## src/logic/srsc_cfg.svh

```systemverilog
// Constants for the serial receive status and control block
`ifndef SRSC_CFG_SVH
`define SRSC_CFG_SVH
`define SRSC_CLK_HZ        40000000
`define SRSC_BAUD_HZ       115200
`define SRSC_BIT_CYCLES    (`SRSC_CLK_HZ / `SRSC_BAUD_HZ)
`define SRSC_HALF_CYCLES   (`SRSC_BIT_CYCLES / 2)
`define SRSC_CNT_W         16
`define SRSC_WORD_W        9
`define SRSC_FIFO_W        10
`define SRSC_FIFO_DEPTH    32
`define SRSC_FIFO_AW       5
`define SRSC_NINTH_POS     8
`define SRSC_FRAME_ERR_POS 9
`endif

```

## src/logic/srsc_pkg.sv

```systemverilog
// Types for the serial receive status and control block
`default_nettype none
package srsc_pkg;
  typedef enum logic [1:0] {
    SRSC_IDLE,
    SRSC_START,
    SRSC_DATA,
    SRSC_STOP
  } srsc_state_type;
  typedef logic [9:0] srsc_entry_type;
endpackage
`default_nettype wire

```

## src/logic/srsc_fifo_if.sv

```systemverilog
// Valid/ready carrier between receiver and buffer
`timescale 1ns/1ps
`default_nettype none
interface srsc_fifo_if;
  logic [9:0] data;
  logic       valid;
  logic       ready;
  modport src (output data, output valid, input ready);
  modport snk (input data, input valid, output ready);
endinterface
`default_nettype wire

```

## src/logic/srsc_fifo.sv

```systemverilog
// Parameterised receive FIFO with registered read data
`timescale 1ns/1ps
`default_nettype none
module srsc_fifo #(
  parameter int WIDTH = 10,
  parameter int DEPTH = 32,
  parameter int AW    = 5
) (
  // Clock and reset
  input  wire logic             sys_clk_i,
  input  wire logic             rst_n_i,
  input  wire logic             flush_i,
  // Fill side
  srsc_fifo_if.snk              wr,
  // Drain side
  output logic [WIDTH-1:0]      rd_data_o,
  output logic                  rd_valid_o,
  input  wire logic             rd_ready_i
);
  logic [WIDTH-1:0] mem [DEPTH];
  logic [AW:0]      wptr;
  logic [AW:0]      rptr;
  wire              empty = (wptr == rptr);
  wire              full  = (wptr[AW] != rptr[AW]) && (wptr[AW-1:0] == rptr[AW-1:0]);
  wire              pop   = rd_ready_i || !rd_valid_o;
  wire              do_rd = pop && !empty;
  wire              do_wr = wr.valid && !full;
  assign wr.ready = !full;
  always_ff @(posedge sys_clk_i) begin
    if (do_wr) begin
      mem[wptr[AW-1:0]] <= wr.data;
    end
  end
  always_ff @(posedge sys_clk_i or negedge rst_n_i) begin
    if (!rst_n_i) begin
      wptr       <= '0;
      rptr       <= '0;
      rd_valid_o <= 1'b0;
      rd_data_o  <= '0;
    end else if (flush_i) begin
      wptr       <= '0;
      rptr       <= '0;
      rd_valid_o <= 1'b0;
    end else begin
      if (do_wr) wptr <= wptr + 1'b1;
      if (do_rd) begin
        rptr      <= rptr + 1'b1;
        rd_data_o <= mem[rptr[AW-1:0]];
      end
      if (pop) rd_valid_o <= !empty;
    end
  end
endmodule // srsc_fifo
`default_nettype wire

```

## src/logic/srsc_rx.sv

```systemverilog
// Receive control and status logic of the serial port
`timescale 1ns/1ps
`default_nettype none
`include "srsc_cfg.svh"
//Contract
// - In synchronous mode continuous receive runs until cleared, overrides single receive, and stops when cleared.
// - Async 9-bit with address detect loads the buffer and interrupts only for words with ninth bit set.
// - Async 9-bit without address detect accepts every word and keeps its ninth bit.
// - Async 8-bit ignores address detect; software keeps it zero in synchronous mode.
// - Framing flag follows the word read from the data register, set on error and clear otherwise.
// - Overrun flag sets on overrun and clears only when continuous receive is cleared.
// - The ninth bit of each 9-bit word is stored for software.
module srsc_rx (
  // Clock and reset
  input  wire logic                 sys_clk_i,
  input  wire logic                 rst_n_i,
  // Serial pins
  input  wire logic                 rx_pin_i,
  input  wire logic                 sync_clk_pin_i,
  // Control
  input  wire logic                 sync_mode_i,
  input  wire logic                 continuous_receive_enable_i,
  input  wire logic                 single_receive_enable_i,
  input  wire logic                 address_detect_enable_i,
  input  wire logic                 nine_bit_receive_select_i,
  input  wire logic                 receive_data_read_i,
  // Status and data
  output logic [7:0]                receive_data_register_o,
  output logic                      received_ninth_bit_o,
  output logic                      framing_error_flag_o,
  output logic                      overrun_error_flag_o,
  output logic                      receive_interrupt_o,
  output logic                      single_receive_done_o
);
  import srsc_pkg::*;
  srsc_state_type             state;
  srsc_state_type             next_state;
  logic [1:0]                 rx_sync;
  logic [1:0]                 ck_sync;
  logic                       ck_prev;
  logic [`SRSC_CNT_W-1:0]     cnt;
  logic [3:0]                 bit_idx;
  logic [8:0]                 receive_shift_register;
  logic                       word_done;
  logic                       word_frame_err;
  logic                       single_busy;
  logic                       fifo_rd_valid;
  srsc_entry_type             fifo_rd_data;
  srsc_fifo_if                wr_if ();
  wire rx_s       = rx_sync[1];
  wire ck_rise    = ck_sync[1] && !ck_prev;
  wire sync_run   = continuous_receive_enable_i || single_busy;
  wire async_run  = continuous_receive_enable_i;
  wire run        = sync_mode_i ? sync_run : async_run;
  wire [3:0] last_idx = nine_bit_receive_select_i ? 4'h8 : 4'h7;
  wire bit_tick   = (cnt == `SRSC_CNT_W'(`SRSC_BIT_CYCLES - 1));
  wire half_tick  = (cnt == `SRSC_CNT_W'(`SRSC_HALF_CYCLES - 1));
  // Address detect counts only in async 9-bit mode
  wire addr_gate  = !sync_mode_i && nine_bit_receive_select_i
                    && address_detect_enable_i;
  wire ninth_in   = nine_bit_receive_select_i && receive_shift_register[8];
  wire word_keep  = !addr_gate || ninth_in;
  wire push       = word_done && word_keep;
  wire overrun    = push && !wr_if.ready;
  // Reading while the FIFO holds data shows the next word
  wire load_out   = fifo_rd_valid && (receive_data_read_i || !receive_interrupt_o);
  assign wr_if.data  = {word_frame_err, ninth_in, receive_shift_register[7:0]};
  assign wr_if.valid = push && !overrun_error_flag_o; // Overrun freezes intake
  always_comb begin
    next_state = state;
    unique case (state)
      SRSC_IDLE:  if (run && (sync_mode_i ? 1'b1 : !rx_s)) begin
                    next_state = sync_mode_i ? SRSC_DATA : SRSC_START;
                  end
      SRSC_START: if (half_tick) begin
                    next_state = rx_s ? SRSC_IDLE : SRSC_DATA;
                  end
      SRSC_DATA:  if ((sync_mode_i ? ck_rise : bit_tick) && bit_idx == last_idx) begin
                    next_state = sync_mode_i ? SRSC_IDLE : SRSC_STOP;
                  end
      SRSC_STOP:  if (bit_tick) begin
                    next_state = SRSC_IDLE;
                  end
    endcase
    if (!run) next_state = SRSC_IDLE;
  end
  always_ff @(posedge sys_clk_i or negedge rst_n_i) begin
    if (!rst_n_i) begin
      rx_sync <= 2'b11;
      ck_sync <= 2'b00;
      ck_prev <= 1'b0;
    end else begin
      rx_sync <= {rx_sync[0], rx_pin_i};
      ck_sync <= {ck_sync[0], sync_clk_pin_i};
      ck_prev <= ck_sync[1];
    end
  end
  always_ff @(posedge sys_clk_i or negedge rst_n_i) begin
    if (!rst_n_i) begin
      state                  <= SRSC_IDLE;
      cnt                    <= '0;
      bit_idx                <= '0;
      receive_shift_register <= '0;
      word_done              <= 1'b0;
      word_frame_err         <= 1'b0;
    end else begin
      state     <= next_state;
      word_done <= 1'b0;
      cnt       <= (state == SRSC_IDLE || half_tick && state == SRSC_START || bit_tick)
                   ? '0 : cnt + 1'b1;
      if (state == SRSC_IDLE) begin
        bit_idx                <= '0;
        receive_shift_register <= '0;
      end
      if (state == SRSC_DATA && (sync_mode_i ? ck_rise : bit_tick)) begin
        receive_shift_register[bit_idx] <= rx_s;
        bit_idx                         <= bit_idx + 1'b1;
        if (sync_mode_i && bit_idx == last_idx) begin
          word_done <= 1'b1;
          word_frame_err <= 1'b0;
        end
      end
      if (state == SRSC_STOP && bit_tick) begin
        word_done <= 1'b1;
        word_frame_err <= !rx_s;
      end
    end
  end
  // Single receive ends after one word; continuous receive takes precedence
  always_ff @(posedge sys_clk_i or negedge rst_n_i) begin
    if (!rst_n_i) begin
      single_busy           <= 1'b0;
      single_receive_done_o <= 1'b0;
    end else begin
      single_receive_done_o <= single_busy && word_done && !continuous_receive_enable_i;
      // Continuous receive overrides, so no single request outlives it
      if (continuous_receive_enable_i || word_done) single_busy <= 1'b0;
      else if (sync_mode_i && single_receive_enable_i) single_busy <= 1'b1;
    end
  end
  always_ff @(posedge sys_clk_i or negedge rst_n_i) begin
    if (!rst_n_i) begin
      overrun_error_flag_o <= 1'b0;
    end else if (overrun) begin
      overrun_error_flag_o <= 1'b1; // set wins over clear
    end else if (!continuous_receive_enable_i) begin
      overrun_error_flag_o <= 1'b0;
    end
  end
  always_ff @(posedge sys_clk_i or negedge rst_n_i) begin
    if (!rst_n_i) begin
      receive_data_register_o <= '0;
      received_ninth_bit_o    <= 1'b0;
      framing_error_flag_o    <= 1'b0;
      receive_interrupt_o     <= 1'b0;
    end else if (load_out) begin
      receive_data_register_o <= fifo_rd_data[7:0];
      received_ninth_bit_o    <= fifo_rd_data[`SRSC_NINTH_POS];
      framing_error_flag_o    <= fifo_rd_data[`SRSC_FRAME_ERR_POS];
      receive_interrupt_o     <= 1'b1;
    end else if (receive_data_read_i) begin
      receive_interrupt_o     <= 1'b0;
    end
  end
  srsc_fifo #(
    .WIDTH (`SRSC_FIFO_W),
    .DEPTH (`SRSC_FIFO_DEPTH),
    .AW    (`SRSC_FIFO_AW)
  ) u_fifo (
    .sys_clk_i  (sys_clk_i),
    .rst_n_i    (rst_n_i),
    .flush_i    (1'b0),
    .wr         (wr_if),
    .rd_data_o  (fifo_rd_data),
    .rd_valid_o (fifo_rd_valid),
    .rd_ready_i (load_out)
  );
endmodule // srsc_rx
`default_nettype wire

```

## config.mk

```make
export PLATFORM = sky130hd
export DESIGN_NAME = srsc_rx
export DESIGN_NICKNAME = d
export VERILOG_FILES = /design/src/logic/srsc_pkg.sv /design/src/logic/srsc_fifo_if.sv /design/src/logic/srsc_fifo.sv /design/src/logic/srsc_rx.sv
export VERILOG_INCLUDE_DIRS = /design/src /design/src/logic
export SDC_FILE = /design/constraint.sdc
export NUM_CORES = 1
export LEC_CHECK = 0
export ABC_AREA = 1
export BUFFER_PORTS_ARGS = -buffer_cell sky130_fd_sc_hd__buf_2
export CORE_ASPECT_RATIO = 1.25
export CORE_MARGIN = 5
export CORE_UTILIZATION = 55
export DETAILED_ROUTE_END_ITERATION = 7
export GPL_ROUTABILITY_DRIVEN = 0
export HOLD_SLACK_MARGIN = 0.02
export PLACE_DENSITY = 0.68
export RECOVER_POWER = 100
export SLEW_MARGIN = 20
export SYNTH_ARGS = -nofsm -noshare
export SYNTH_HDL_FRONTEND = slang
export SYNTH_HIERARCHICAL = 1
export SYNTH_SLANG_ARGS = --single-unit
```

## constraint.sdc

```tcl
create_clock -name sys_clk_i -period 6.2 [get_ports sys_clk_i]
set_input_delay 0.31 -clock sys_clk_i [delete_from_list [all_inputs] [get_ports sys_clk_i]]
set_output_delay 0.31 -clock sys_clk_i [all_outputs]
set_load 0.02 [all_outputs]
```

==> results.json <==
{
  "firstDrtPassIters": 5,
  "fin_ws_ns": 1.64,
  "drtIter0Drc": 1174,
  "top_layer": "met4",
  "p_per_area_nw_per_um2": 347,
  "cp_max_fo": 96,
  "cap_violations": 11,
  "cts_root_buf": "clkbuf_16",
  "dieArea_um2": 36000,
  "clock_skew_ns": 0.0153,
  "synth_edf_count": 320,
  "dpl.hpwl_um": 26300,
  "numCtsBuffers": 39,
  "grt_max_degree": 111,
  "max_freq_ghz": 0.219,
  "hold_violations": 0,
  "start_util_pct": 55.8,
  "ir_worst_vdd_uv": 285,
  "clock_latency_ns": 0.53,
  "wl_met2_um": 22200,
  "cp-end-kind": "flop",
  "syn_to_final_growth_pct": 9.64,
  "cts.path.max_buffers": 3,
  "io-pin-count": 23,
  "ant_nets": 0,
  "portBuffers": 22,
  "critPathKind": "reg -> reg",
  "cp_data_required_time_ns": 6.63,
  "h-tree-depth": 2,
  "cts.reportedPaths.clkPinSlew_ns": 0.07,
  "layout_commonest_cell": "nand2_1",
  "route.detailed.drc": 0,
  "async_flop_share_pct": 19.0,
  "timing.hold.ws_ns": 0.0396,
  "rsz0062_at_grt": "no",
  "setup_violations": 0,
  "core_area_um2": 31900,
  "grt.total_usage_pct": 24.2,
  "ys.flop_type": "edfxtp_1",
  "final_cell_mix": "437 x nand2_1, 320 x nand3_1, 320 x edfxtp_1, 275 x inv_1, 71 x dfrtp_1",
  "crit_start": "u_fifo/rptr[0]$_DFFE_PN0P_",
  "setup_tns_ns": 0,
  "nets": 1814,
  "syn_avg_cell_area_um2": 10.1,
  "r2r-start": "u_fifo/rptr[0]$_DFFE_PN0P_",
  "crit_arrival_ns": 4.99,
  "rows": 73,
  "grt_pass1_wl_um": 66900,
  "utilization_pct": 61.2,
  "yosysWarnings": 6,
  "drive_gt1_share_pct": 8.01,
  "die_w_um": 171,
  "tightest_slew_ns": 2.08,
  "fin_crit_sh_pct": 73.6,
  "vias_per_cell": 5.51,
  "synth-seq-cells": 395,
  "avgRoutedWirePerCell_um": 19.4,
  "reg2reg_setup_slack_ns": 1.64,
  "worstHoldStart": "receive_data_read_i",
  "antenna_found_initial": 0,
  "dr_total_vias": 12300,
  "start_kind": "flop",
  "final_max_slew_viol_count": 497,
  "synthesis.area_um2": 17800,
  "ys_types": 41,
  "wl_met1_um": 16200,
  "grt_pass1_vias": 12000,
  "cts_tree": "done",
  "min_period_ns": 4.56,
  "power.static_leakage_nw": 8.27,
  "slew_headroom_pct": -38.7,
  "min_path_type": "in -> reg",
  "n_antenna_cell": 0,
  "cts_sinks": 395,
  "synth_seq_area_share_pct": 64.6,
  "fillers": 2566,
  "failed_checks": "capacitance limit, slew limit",
  "routed_wl_um": 43300,
  "grt_overflow": 0,
  "status": "finished, violations left",
  "place_ws_ns": 2.66,
  "die_h_um": 211,
  "synthCells": 1767,
  "dr_wl_met3_um": 2500
}
## Yosys cell counts, types with 4 or more instances
cell type  number  area share, %
clkinv_1        5           0.11
buf_2          34           0.96
clkbuf_1       33           0.70
nand4_1        14           0.49
inv_2           4          0.084
inv_1         275            5.8
nand2_1       436            9.2
o211ai_1       10           0.42
nor3_1         37            1.0
a21oi_1         9           0.25
nor2_2          7           0.25
nand3_1       319            9.0
edfxtp_1      320             54
ha_1           12           0.84
nor3_2          8           0.45
or2_2          50            1.8
buf_6           9           0.57
buf_1           7           0.15
xor2_1         14           0.69
dfrtp_1        73             10
o21ai_0        16           0.45
nor2_1         44           0.93
## worst max-delay path, cell delays in order, from the launching register on
cell and delay, ns:
dfrtp_4 1.06, clkinvlp_2 1.44, buf_4 0.79, o211ai_1 0.48, nand3_1 0.14, nand3_1 0.14
nand3_1 0.08, nand3_1 0.10, nand2_1 0.05
## layer usage
layer | GRT usage (%) | up-vias
met2 | 42.0 | 470
met3 | 3.61 | 134
met4 | 11.8 | 0
met5 | 0 | -
li1 | - | 5825
met1 | 29.7 | 5871
## area by class of cell
class,count,area [µm²],area share [%]
multi-input combinational,1007,4770,24.4
clock inverter,26,304,1.56
timing repair buffer,65,298,1.53
inverter,284,1070,5.47
clock buffer,45,1050,5.39
tap,412,515,2.64
sequential,395,11500,59.0
## stage by stage
| stage | instances | cell area [µm²] | power [mW] |
|---|---|---|---|
| after detailed placement | 2160 | 18300 | 4.32 |
| final | 2234 | 19500 | 6.77 |
| after global placement | 2160 | 18300 | 4.30 |
| after floorplan | 1772 | 17800 | 3.98 |
| after global routing | 2234 | 19500 | 7.06 |
| after CTS | 2234 | 19700 | 6.80 |
## power breakdown
| group | total [mW] | switching, mW | internal [mW] |
|---|---|---|---|
| clock | 2.48 | 0.977 | 1.51 |
| sequential | 3.15 | 0.194 | 2.95 |
| combinational | 1.14 | 0.800 | 0.336 |
| total | 6.77 | 1.97 | 4.80 |
## cells by family after synthesis
| kind of cell | count (synthesis) | share of synthesized area, % |
|---|---|---|
| xor gates and xnor gates | 16 | 0.788 |
| adders and majority gates | 12 | 0.844 |
| and+or+nand+nor | 929 | 23.8 |
| other | 1 | 0.0211 |
| buffers and inverters | 370 | 8.47 |
| AOI/OAI and AO/OA | 44 | 1.48 |
| DFF | 395 | 64.6 |
## registers in the layout, summed over array words and instances, names as in the netlist, 4 cells and up
signal	flops
u_fifo/mem	320
receive_data_register_o	8
bit_idx	4
u_fifo/rptr	6
receive_shift_register	9
u_fifo/wptr	6
u_fifo/rd_data_o	10
cnt	16
## worst paths after layout
path / to / cells past startpoint
min reg2reg: ck_sync[1]$_DFF_PN0_ / 0
min in group asynchronous: ck_sync[1]$_DFF_PN0_ / 2
max reg2reg: u_fifo/rd_data_o[8]$_DFFE_PN0P_ / 8
min: receive_interrupt_o$_DFFE_PN0P_ / 4
max: u_fifo/rd_data_o[8]$_DFFE_PN0P_ / 8
max in group asynchronous: u_fifo/rptr[0]$_DFFE_PN0P_ / 2
## what timing repair did
item | 4_1_cts | 5_1_grt
hold endpoints to repair | 75 | 0
gates resized for setup | 0 | 0
buffers inserted | 0 | 0
hold buffers | 3 | 0
Note: power is estimated with default switching activity, not from simulation.
